File: src/hdl/gpc_pkg.sv
// Package: register map, configuration field positions, reset values and timing for the gauge pin logic
package gpc_pkg;

    // Register byte addresses on APB
    localparam logic [11:0] ADDR_OPCFG   = 12'h000;
    localparam logic [11:0] ADDR_OPCFG_B = 12'h004;
    localparam logic [11:0] ADDR_CTRL    = 12'h008;
    localparam logic [11:0] ADDR_STATUS  = 12'h00C;
    localparam logic [11:0] ADDR_LOCATE  = 12'h010;

    // Nonvolatile location of the configuration word
    localparam logic [7:0]  NV_SUBCLASS  = 8'h40;
    localparam logic [7:0]  NV_OFFSET    = 8'h00;

    // Operation configuration word field positions (high byte = bits 15:8)
    localparam int OC_RES_COMP = 15;
    localparam int OC_GOOD_OVR = 14;
    localparam int OC_REFUSE   = 13;
    localparam int OC_FUNC_HI  = 12;
    localparam int OC_FUNC_LO  = 11;
    localparam int OC_WAKE     = 10;
    localparam int OC_RSNS_HI  = 9;
    localparam int OC_RSNS_LO  = 8;
    localparam int OC_GND_SEL  = 7;
    localparam int OC_PROFSEL  = 6;
    localparam int OC_SLEEP    = 5;
    localparam int OC_RELOAD   = 4;
    localparam int OC_LOW_POL  = 3;
    localparam int OC_GOOD_POL = 2;
    localparam int OC_FN       = 1;
    localparam int OC_TEMP_SRC = 0;
    localparam logic [15:0] OPCFG_RESET = 16'h0979;

    // Extension word
    localparam int OB_RSTEP   = 7;
    localparam int OB_SLPWAKE = 6;
    localparam logic [7:0] OPCFG_B_RESET = 8'h40;

    // Control register bits
    localparam int CT_OCV_DONE = 0;
    localparam int CT_HIB_VOLT = 1;
    localparam int CT_HIBERN   = 2;
    localparam int CT_TERM     = 3;

    // Pin function codes
    localparam logic [1:0] PIN_MODE0 = 2'b00;
    localparam logic [1:0] PIN_MODE1 = 2'b01;
    localparam logic [1:0] PIN_MODE2 = 2'b10;

    // Presence poll period
    localparam int          CLK_HZ        = 10_000_000;
    localparam int          POLL_PERIOD_S = 1;
    localparam int          POLL_CYCLES   = CLK_HZ * POLL_PERIOD_S;
    localparam logic [23:0] POLL_COUNT    = 24'(POLL_CYCLES - 1);

    // Extra wake charge time
    localparam int WAKE_CHARGE_S = 10;

    typedef enum logic [2:0] {
        GPC_NO_BATT = 3'b001,
        GPC_WAIT_OCV = 3'b010,
        GPC_GOOD    = 3'b100
    } gpc_batt_state_t;

    // Configuration fields steering the rest of the gauge
    typedef struct packed {
        logic       reserve_noload_comp;
        logic       flash_update_refuse;
        logic [1:0] pin_function_code;
        logic       current_wake_level;
        logic [1:0] sense_range;
        logic       adc_ground_choice;
        logic       profile_select_enable;
        logic       sleep_allowed;
        logic       capacity_reload_on_full;
        logic       temp_source_select;
        logic       resistance_step_limit;
        logic       sleep_wake_charge_add;
    } gpc_cfg_t;

    // Thermal, sleep and capacity reload requests toward the gauge engine
    typedef struct packed {
        logic measure_temp;
        logic use_thermistor;
        logic sleep_enter;
        logic reload_capacity;
    } gpc_ctl_t;

endpackage : gpc_pkg

File: src/hdl/gpc_pin_status.sv
// Gauge pin configuration registers, status pin multiplexer and battery presence poll
`timescale 1ns/1ps
module gpc_pin_status (
    input  wire logic                 clock,
    input  wire logic                 reset,
    input  wire logic                 psel,
    input  wire logic                 penable,
    input  wire logic                 pwrite,
    input  wire logic [11:0]          paddr,
    input  wire logic [31:0]          pwdata,
    output logic                      pready,
    output logic [31:0]               prdata,
    output logic                      pslverr,
    input  wire logic                 charge_state_threshold_flag,
    input  wire logic                 charging,
    input  wire logic                 flash_update_busy,
    input  wire logic                 sleep_conditions_ok,
    input  wire logic                 temp_outside_inhibit,
    input  wire logic                 temp_inside_hys_band,
    input  wire logic                 thermistor_near_open,
    input  wire logic                 battery_insert_pin_in,
    output logic                      battery_insert_pin_out,
    output logic                      battery_insert_pin_oe_n,
    output logic                      status_pin_out,
    output logic                      status_pin_oe_n,
    output logic                      bus_refuse,
    output logic                      bus_stretch,
    output logic                      battery_detected_flag,
    output gpc_pkg::gpc_cfg_t         cfg,
    output gpc_pkg::gpc_ctl_t         ctl
);

    logic [15:0]              op_cfg;
    logic [7:0]               op_cfg_b;
    logic [3:0]               ctrl;
    logic [23:0]              poll_cnt;
    logic                     poll_tick;
    logic                     inhibit;
    logic                     battery_low_output;
    logic                     battery_good_output;
    logic                     good_active;
    logic                     present_seen;
    logic [1:0]               pin_function_code;
    logic                     wr_en;
    gpc_pkg::gpc_batt_state_t state;
    gpc_pkg::gpc_batt_state_t next_state;

    assign pin_function_code = {op_cfg[gpc_pkg::OC_FUNC_HI], op_cfg[gpc_pkg::OC_FUNC_LO]};
    assign wr_en   = psel && penable && pwrite;
    assign pready  = 1'b1;
    assign pslverr = 1'b0;

    // Configuration word registers
    always_ff @(posedge clock) begin
        if (reset) begin
            op_cfg   <= gpc_pkg::OPCFG_RESET;
            op_cfg_b <= gpc_pkg::OPCFG_B_RESET;
        end else if (wr_en) begin
            if (paddr == gpc_pkg::ADDR_OPCFG) begin
                op_cfg <= pwdata[15:0];
            end
            if (paddr == gpc_pkg::ADDR_OPCFG_B) begin
                op_cfg_b <= pwdata[7:0];
            end
        end
    end

    // Gauge-engine events written by firmware
    always_ff @(posedge clock) begin
        if (reset) begin
            ctrl <= 4'h0;
        end else if (wr_en && paddr == gpc_pkg::ADDR_CTRL) begin
            ctrl <= pwdata[3:0];
        end else begin
            ctrl[gpc_pkg::CT_TERM] <= 1'b0;
        end
    end

    // Read mux; unmapped addresses read zero
    always_ff @(posedge clock) begin
        if (reset) begin
            prdata <= 32'h0000_0000;
        end else if (psel && !penable && !pwrite) begin
            unique case (paddr)
                gpc_pkg::ADDR_OPCFG:   prdata <= {16'h0000, op_cfg};
                gpc_pkg::ADDR_OPCFG_B: prdata <= {24'h00_0000, op_cfg_b};
                gpc_pkg::ADDR_CTRL:    prdata <= {28'h000_0000, ctrl};
                gpc_pkg::ADDR_STATUS:  prdata <= {25'h000_0000, state, inhibit,
                                                  battery_detected_flag, status_pin_out,
                                                  battery_insert_pin_in};
                gpc_pkg::ADDR_LOCATE:  prdata <= {16'h0000, gpc_pkg::NV_SUBCLASS,
                                                  gpc_pkg::NV_OFFSET};
                default:               prdata <= 32'h0000_0000;
            endcase
        end
    end

    // Configuration fan-out
    always_comb begin
        cfg.reserve_noload_comp     = op_cfg[gpc_pkg::OC_RES_COMP];
        cfg.flash_update_refuse     = op_cfg[gpc_pkg::OC_REFUSE];
        cfg.pin_function_code       = pin_function_code;
        cfg.current_wake_level      = op_cfg[gpc_pkg::OC_WAKE];
        cfg.sense_range             = {op_cfg[gpc_pkg::OC_RSNS_HI],
                                       op_cfg[gpc_pkg::OC_RSNS_LO]};
        cfg.adc_ground_choice       = op_cfg[gpc_pkg::OC_GND_SEL];
        cfg.profile_select_enable   = op_cfg[gpc_pkg::OC_PROFSEL];
        cfg.sleep_allowed           = op_cfg[gpc_pkg::OC_SLEEP];
        cfg.capacity_reload_on_full = op_cfg[gpc_pkg::OC_RELOAD];
        cfg.temp_source_select      = op_cfg[gpc_pkg::OC_TEMP_SRC];
        cfg.resistance_step_limit   = op_cfg_b[gpc_pkg::OB_RSTEP];
        cfg.sleep_wake_charge_add   = op_cfg_b[gpc_pkg::OB_SLPWAKE];
    end

    // Requests toward the gauge engine
    always_comb begin
        // Temperature is skipped during charge only in mode 2
        ctl.measure_temp    = !(pin_function_code == gpc_pkg::PIN_MODE2 && charging);
        ctl.use_thermistor  = op_cfg[gpc_pkg::OC_TEMP_SRC];
        ctl.sleep_enter     = op_cfg[gpc_pkg::OC_SLEEP] && sleep_conditions_ok;
        ctl.reload_capacity = op_cfg[gpc_pkg::OC_RELOAD] && ctrl[gpc_pkg::CT_TERM];
    end

    // Flash update bus response
    assign bus_refuse  = flash_update_busy && op_cfg[gpc_pkg::OC_REFUSE];
    assign bus_stretch = flash_update_busy && !op_cfg[gpc_pkg::OC_REFUSE];

    // One-second poll tick
    always_ff @(posedge clock) begin
        if (reset || poll_tick) begin
            poll_cnt <= 24'h00_0000;
        end else begin
            poll_cnt <= poll_cnt + 24'h00_0001;
        end
    end
    assign poll_tick = (poll_cnt == gpc_pkg::POLL_COUNT);

    // Insert pin is never driven, only sensed through its pull-up
    assign battery_insert_pin_out  = 1'b0;
    assign battery_insert_pin_oe_n = 1'b1;
    assign present_seen = !battery_insert_pin_in && !thermistor_near_open;

    // Battery presence and good sequence
    always_comb begin
        next_state = state;
        unique case (state)
            gpc_pkg::GPC_NO_BATT: begin
                if (poll_tick && present_seen) begin
                    next_state = gpc_pkg::GPC_WAIT_OCV;
                end
            end
            gpc_pkg::GPC_WAIT_OCV: begin
                if (poll_tick && !present_seen
                    && !(pin_function_code == gpc_pkg::PIN_MODE2 && charging)) begin
                    next_state = gpc_pkg::GPC_NO_BATT;
                end else if (ctrl[gpc_pkg::CT_OCV_DONE]) begin
                    next_state = gpc_pkg::GPC_GOOD;
                end
            end
            gpc_pkg::GPC_GOOD: begin
                // Removal while charging in mode 2 keeps detection set
                if (poll_tick && !present_seen
                    && !(pin_function_code == gpc_pkg::PIN_MODE2 && charging)) begin
                    next_state = gpc_pkg::GPC_NO_BATT;
                end
            end
            default: next_state = gpc_pkg::GPC_NO_BATT;
        endcase
    end

    always_ff @(posedge clock) begin
        if (reset) begin
            state <= gpc_pkg::GPC_NO_BATT;
        end else begin
            state <= next_state;
        end
    end

    assign battery_detected_flag = (state != gpc_pkg::GPC_NO_BATT);

    // Charge inhibit with hysteresis, mode 1 only
    always_ff @(posedge clock) begin
        if (reset || pin_function_code != gpc_pkg::PIN_MODE1) begin
            inhibit <= 1'b0;
        end else if (temp_outside_inhibit) begin
            inhibit <= 1'b1;
        end else if (temp_inside_hys_band) begin
            inhibit <= 1'b0;
        end
    end

    // Good is asserted once the reading is valid; in voltage-only hibernation the override holds it
    always_comb begin
        good_active = (state == gpc_pkg::GPC_GOOD);
        if (ctrl[gpc_pkg::CT_HIBERN] && !(ctrl[gpc_pkg::CT_HIB_VOLT]
                                          && op_cfg[gpc_pkg::OC_GOOD_OVR])) begin
            good_active = 1'b0;
        end
    end

    // Pin levels per polarity bits
    assign battery_low_output  = op_cfg[gpc_pkg::OC_LOW_POL] ? charge_state_threshold_flag
                                                              : !charge_state_threshold_flag;
    assign battery_good_output = op_cfg[gpc_pkg::OC_GOOD_POL] ? good_active
                                                               : !good_active;

    // Status pin register; high level is released to the pull-up
    always_ff @(posedge clock) begin
        if (reset) begin
            status_pin_out <= 1'b1;
        end else if (inhibit) begin
            status_pin_out <= 1'b1;
        end else if (op_cfg[gpc_pkg::OC_FN]) begin
            status_pin_out <= battery_good_output;
        end else begin
            status_pin_out <= battery_low_output;
        end
    end
    assign status_pin_oe_n = status_pin_out;

endmodule : gpc_pin_status

File: config.mk
export PLATFORM = sky130hd
export DESIGN_NAME = gpc_pin_status
export DESIGN_NICKNAME = d
export VERILOG_FILES = /design/src/hdl/gpc_pkg.sv /design/src/hdl/gpc_pin_status.sv
export SDC_FILE = /design/constraint.sdc
export NUM_CORES = 1
export LEC_CHECK = 0
export ABC_AREA = 1
export BUFFER_PORTS_ARGS = -buffer_cell sky130_fd_sc_hd__buf_2
export CAP_MARGIN = 30
export CELL_PAD_IN_SITES_DETAIL_PLACEMENT = 0
export CELL_PAD_IN_SITES_GLOBAL_PLACEMENT = 1
export CORE_MARGIN = 5
export CORE_UTILIZATION = 36
export DETAILED_ROUTE_END_ITERATION = 8
export PLACE_DENSITY = 0.9
export SYNTH_ARGS = -nofsm -noshare
export SYNTH_HDL_FRONTEND = slang
export SYNTH_SLANG_ARGS = --single-unit
File: constraint.sdc
create_clock -name clock -period 2.38 [get_ports clock]
set_clock_uncertainty 0.2 [all_clocks]
set_input_delay 0.119 -clock clock [delete_from_list [all_inputs] [get_ports clock]]
set_output_delay 0.119 -clock clock [all_outputs]
set_load 0.03 [all_outputs]
==> Yosys cells after proc, flatten, opt, wreduce, memory -nomap -nowiden <==
Cells that the tools add are included.
{ "totals": {"ff_bits": 89, "in_bits": 57, "wordCells": 72} }
{ "op_classes": {"addsub": 1, "eq_ne": 14, "muxes": 12, "bitwise": 1, "reduce_logical": 35} }
{ "ops": {"columns": ["op", "count"], "rows": [
  ["$pmux W16 S5", 1],
  ["$add A24 B1 Y24 const B", 1],
  ["$eq A12 B4 Y1 const B", 2],
  ["$eq A24 B24 Y1 const B", 1],
  ["$logic_and A1 B1 Y1", 16],
  ["$eq A12 B3 Y1 const B", 1],
  ["$eq A12 B5 Y1 const B", 1],
  ["$logic_not A12 Y1", 1],
  ["$mux W3", 4],
  ["$logic_not A1 Y1", 10],
  ["$pmux W3 S3", 1],
  ["$mux W1", 6],
  ["$ne A2 B2 Y1 const B", 2],
  ["$reduce_and A2 Y1", 2],
  ["$reduce_or A2 Y1", 2],
  ["$eq A3 B1 Y1 const B", 1],
  ["$eq A3 B2 Y1 const B", 1],
  ["$eq A3 B3 Y1 const B", 1],
  ["$ne A3 B1 Y1 const B", 1],
  ["$ne A3 B3 Y1 const B", 1],
  ["$reduce_and A3 Y1", 1],
  ["$eq A2 B2 Y1 const B", 1],
  ["$logic_or A1 B1 Y1", 2],
  ["$ne A2 B1 Y1 const B", 1],
  ["other kinds (2)", 2]
]} }

==> Depth between registers and ports, before layout <==
{ "depth": {"depth_word": 7, "ltp_mapped": 10, "depth_no_buf": 10} }

==> Least setup slack after synthesis <==
OpenSTA, ideal clock, no wires.
{ "synth_timing": {"kind": "reg2reg", "start": "register poll_cnt[0]", "end": "register state[2]", "setup_time_ns": 0.117, "arrival_time_ns": 1.375, "t_required_ns": 2.063, "slack_ns": 0.688, "stages_incl_launch_ff": 9, "path_cell_list": "dfxtp_1 ha_1 nand3_1 nor2_1 nand4_2 nand2_1 nand3_1 nand2_1 a21oi_1"} }
{ "synth_via": {"elab_chain_len": 5, "elab_cells_between_ends": 10} }
{ "synth_lines": {"columns": ["item", "line_no", "rtl"], "rows": [
  ["start: declaration", "gpc_pin_status.sv:36", "logic [23:0] poll_cnt;"],
  ["start signal: assignment", "gpc_pin_status.sv:133", "poll_cnt <= poll_cnt + 24'h00_0001;"],
  ["$eq A24 B24 Y1 (*)", "gpc_pin_status.sv:136", "assign poll_tick = (poll_cnt == gpc_pkg::POLL_COUNT);"],
  ["$logic_and A1 B1 Y1", "gpc_pin_status.sv:153, gpc_pin_status.sv:162", null],
  ["$logic_and A1 B1 Y1", "gpc_pin_status.sv:154, gpc_pin_status.sv:163", null],
  ["$ne A3 B3 Y1 (no source line) (tied with other cells)", null, null],
  ["$reduce_and A3 Y1 (no source line) / $pmux W3 S3 (equally long branches)", null, null],
  ["end signal: assignment", "gpc_pin_status.sv:173", "state <= gpc_pkg::GPC_NO_BATT;"],
  ["end signal: assignment", "gpc_pin_status.sv:175", "state <= next_state;"],
  ["end: declaration", "gpc_pin_status.sv:45", "gpc_pkg::gpc_batt_state_t state;"]
]} }
Mark *: on every way between the ends. The rest lies on a longest branch, timed or not.
A chain may end at the register's enable or synchronous reset.

==> Worst setup path in the final report <==
{ "layout_timing": {"start": "input paddr[9]", "end": "register op_cfg[13]"} }
{ "layout_via": {"elab_chain_len": 2} }
{ "layout_lines": {"columns": ["item", "line_no", "rtl"], "rows": [
  ["start: declaration", "gpc_pin_status.sv:9", "input wire logic [11:0] paddr,"],
  ["$logic_not A12 Y1", "gpc_pin_status.sv:59", "if (paddr == gpc_pkg::ADDR_OPCFG) begin"],
  ["$reduce_and A2 Y1 (no source line)", null, null],
  ["end signal: assignment", "gpc_pin_status.sv:56", "op_cfg <= gpc_pkg::OPCFG_RESET;"],
  ["end signal: assignment", "gpc_pin_status.sv:60", "op_cfg <= pwdata[15:0];"],
  ["end: declaration", "gpc_pin_status.sv:33", "logic [15:0] op_cfg;"]
]} }
No other way between the ends.

==> results_dict.tcl <==
set metrics [dict create \
    worstPathMaxFanout 22 \
    clock_sink_count 73 \
    r2r_end "poll_cnt[12]" \
    fin_crit_ps 2120 \
    fin_util_pct 44.4 \
    finalCritPeriodShare_pct 89.1 \
    worstReg2RegStart "poll_cnt[1]" \
    maxCapViolCount 0 \
    critical_path_buf_inv_count 4 \
    fmax_mhz 471 \
    synthMuxAreaShare_pct 0 \
    yosys.area_share.simple_pct 32.2 \
    synthArstFlopShare_pct 0 \
    final.setup.tns_ps 0 \
    min_path_type "input pin to flop" \
    io-pin-count 116 \
    dr.pass1.iters 6 \
    leakage_nw 1.89 \
    cts_resized 0 \
    p_sw_share_pct 30.4 \
    syn-cell-area_sq_um 3760 \
    grt_pass1_wl_microns 15500 \
    critical_path.max_stage_delay_ps 550 \
    seqPwrFrac_pct 47.7 \
    vias 3529 \
    coreArea_sq_um 10200 \
    cp_slowest_cell "dlygate4sd3_1" \
    antenna_found_initial 0 \
    ant_nets 0 \
    cts_tree "built" \
    grt_max_degree 35 \
    peakVddDrop_v 0.000328 \
    synth_edf_count 0 \
    clock_latency_ps 350 \
    cp_cell_sequence "buf_2 > nor2_1 > nand2_2 > nor2_8 > nand2_4 > inv_2 > nand2_2 > inv_2 > nand2_1 > a21oi_1 > dlygate4sd3_1" \
    arrival_ps 2220 \
    dpl.hpwl_microns 7210 \
    worst_hold_slack_ps 18.0 \
    gp_congestion 0.839 \
    ys_ff_latch 73 \
    drt-wirelength-per-cell_microns 12.5 \
    worstMarginPinSlew_ps 517 \
    post_synth.cell_area_avg_sq_um 7.18 \
    die_w_microns 112 \
    powerDensity_nw_per_um2 597 \
    yosysUniqueCellTypes 34 \
    synth_compound_area_share_pct 11.5 \
    relSlewSlack_pct 65.3 \
    internal_power_mw 1.89 \
    dieArea_sq_um 12600 \
    slew_violations 0 \
    synth_xor_area_share_pct 2.10 \
    place.port_buffers 79 \
    drt-initial-drc-count 165 \
    hold_path_depth 5 \
    holdPathEnd "state[0]" \
    cts_root_buf "clkbuf_8" \
    synth_fa_ha_area_share_pct 0.333 \
    cts_buffer_depth 2 \
    rsz0062_at_grt "no" \
    synth-main-ff-cell "dfxtp_1" \
    run_status "finished, final reports clean" \
    numCtsBuffers 9 \
    worstSetupStartpointType "input pin" \
    drc_errors 0 \
    initial_core_util_pct 36.7 \
    required_ps 2480 \
    synth_seq_area_share_pct 38.9 \
    end_kind "flop" \
    grt_usage_pct 14.7 \
    die_y_microns 112 \
    nets 671 \
    critPathKind "input pin to flop" \
    grt_pass1_vias 3393 \
    p_switching_mw 0.824 \
    hold_violations 0 \
    area_growth_pct 20.9 \
    hold_start "battery_insert_pin_in" \
    wirelength_microns 9410 \
    final.setup.worst_slack_ps 259 \
    clk_pin_slew_ps 90 \
    r2r_cells 7 \
    r2r_slack_ps 510 \
    yosys_warnings 0 \
    row_count 37 \
    synth_cells 523 \
    clockPowerShare_pct 35.9 \
    combPwrFrac_pct 16.4 \
    synth_top_family_by_area "simple AND/OR/NAND/NOR gates" \
    htreeDepth 3 \
    drive_above_1_share_pct 21.7 \
    grt_overflow 0 \
    dp_slack_ps 397 \
    diodes 0 \
    via_per_inst 4.69 \
    setup_viol 0 \
    cp_top_family "buffers and inverters" \
]
## layout make-up
type                            count  area, sq um
Tap cell                          136          170
Fill cell                        1034         5690
Clock buffer                        9          124
Multi-Input combinational cell    361         1810
Clock inverter                      6         68.8
Inverter                           57          214
Sequential cell                    73         1460
Timing Repair Buffer              111          701
## flip-flops by register name (all words and copies together), names as in the netlist
register,count
inhibit,1
ctrl,4
prdata,16
state,3
status_pin_oe_n,1
op_cfg_b,8
op_cfg,16
poll_cnt,24
## layer usage
metal / GRT usage, % / vias up / share of wire [%]
met5: 0 / - / 0
met4: 3.45 / 0 / 1.3
met3: 4.31 / 11 / 6.2
met2: 25.8 / 104 / 49
met1: 17.6 / 1581 / 44
li1: - / 1833 / -
## per-stage QoR
stage               area [sq um]  instances  total power, mW
floorplan                   3820        541             1.63
global placement            4090        712             1.72
detailed placement          4090        712             1.74
CTS                         4540        753             2.73
global route                4540        753             2.83
finish                      4540        753             2.71
## logic make-up after synthesis
family,after synthesis
simple gates,248
buf+inv,107
compound gates,83
flops,73
xor+xnor,9
other cells,2
fa+ha+maj,1
## what timing repair did
| action | CTS | global route |
|---|---|---|
| endpoints found under the hold margin | 40 | 0 |
| setup buffers | 0 | 0 |
| hold buffers | 26 | 0 |
## layout by cell type, fill, tap and decap left out, drive strengths merged
| master | synthesis | routed |
|---|---|---|
| nor2 | 53 | 53 |
| xor2 | 5 | 5 |
| ha | 1 | 1 |
| nand2 | 104 | 104 |
| nor3 | 24 | 24 |
| a31oi | 1 | 1 |
| nor3b | 2 | 2 |
| buf | 45 | 85 |
| nand3 | 51 | 51 |
| o2111ai | 1 | 1 |
| inv | 57 | 58 |
| dlygate4sd3 | 0 | 26 |
| a21oi | 48 | 48 |
| nand4 | 12 | 12 |
| dfxtp | 73 | 73 |
| bufinv | 0 | 1 |
| o21ai | 32 | 32 |
| clkinv | 0 | 3 |
| clkinvlp | 0 | 1 |
| and2 | 1 | 1 |
| o2111a | 1 | 1 |
| xnor2 | 4 | 4 |
| conb | 2 | 20 |
| clkbuf | 5 | 9 |
| or2 | 1 | 1 |
## synth_stat cells (6+ instances only)
cell type / count / share of area, %
a21oi_1: 47 / 6.3
buf_4: 40 / 8.0
dfxtp_1: 73 / 39
inv_1: 52 / 5.2
nand2_1: 96 / 9.6
nand2_2: 7 / 1.2
nand3_1: 46 / 6.1
nand4_1: 11 / 1.8
nor2_1: 47 / 4.7
nor3_1: 17 / 2.3
nor3_2: 6 / 1.6
o21ai_0: 30 / 4.0
## how the worst max path moves through the flow
stage                     depth (start not counted)         from    endpoint
after floorplan                                   8  poll_cnt[0]    state[2]
after global placement                           10    paddr[11]  op_cfg[13]
after detailed placement                         10     paddr[9]  op_cfg[10]
after CTS                                        11     paddr[9]  op_cfg[10]
after global routing                             11     paddr[7]  op_cfg[13]
final                                            11     paddr[9]  op_cfg[13]
## power by group through the flow
stage	logic, mW	clock network (mW)	registers [mW]
CTS	0.442	0.990	1.29
global route	0.489	1.04	1.30
floorplan	0.306	0	1.33
global placement	0.402	0	1.32
detailed placement	0.413	0	1.32
finish	0.446	0.973	1.29
## tightest hold or removal path, stage by stage
cell	delay, ps
buf_2	120
nor2_1	70
nand4_1	100
a21oi_1	60
o21ai_1	60
Power figures use the tool's default switching activity.
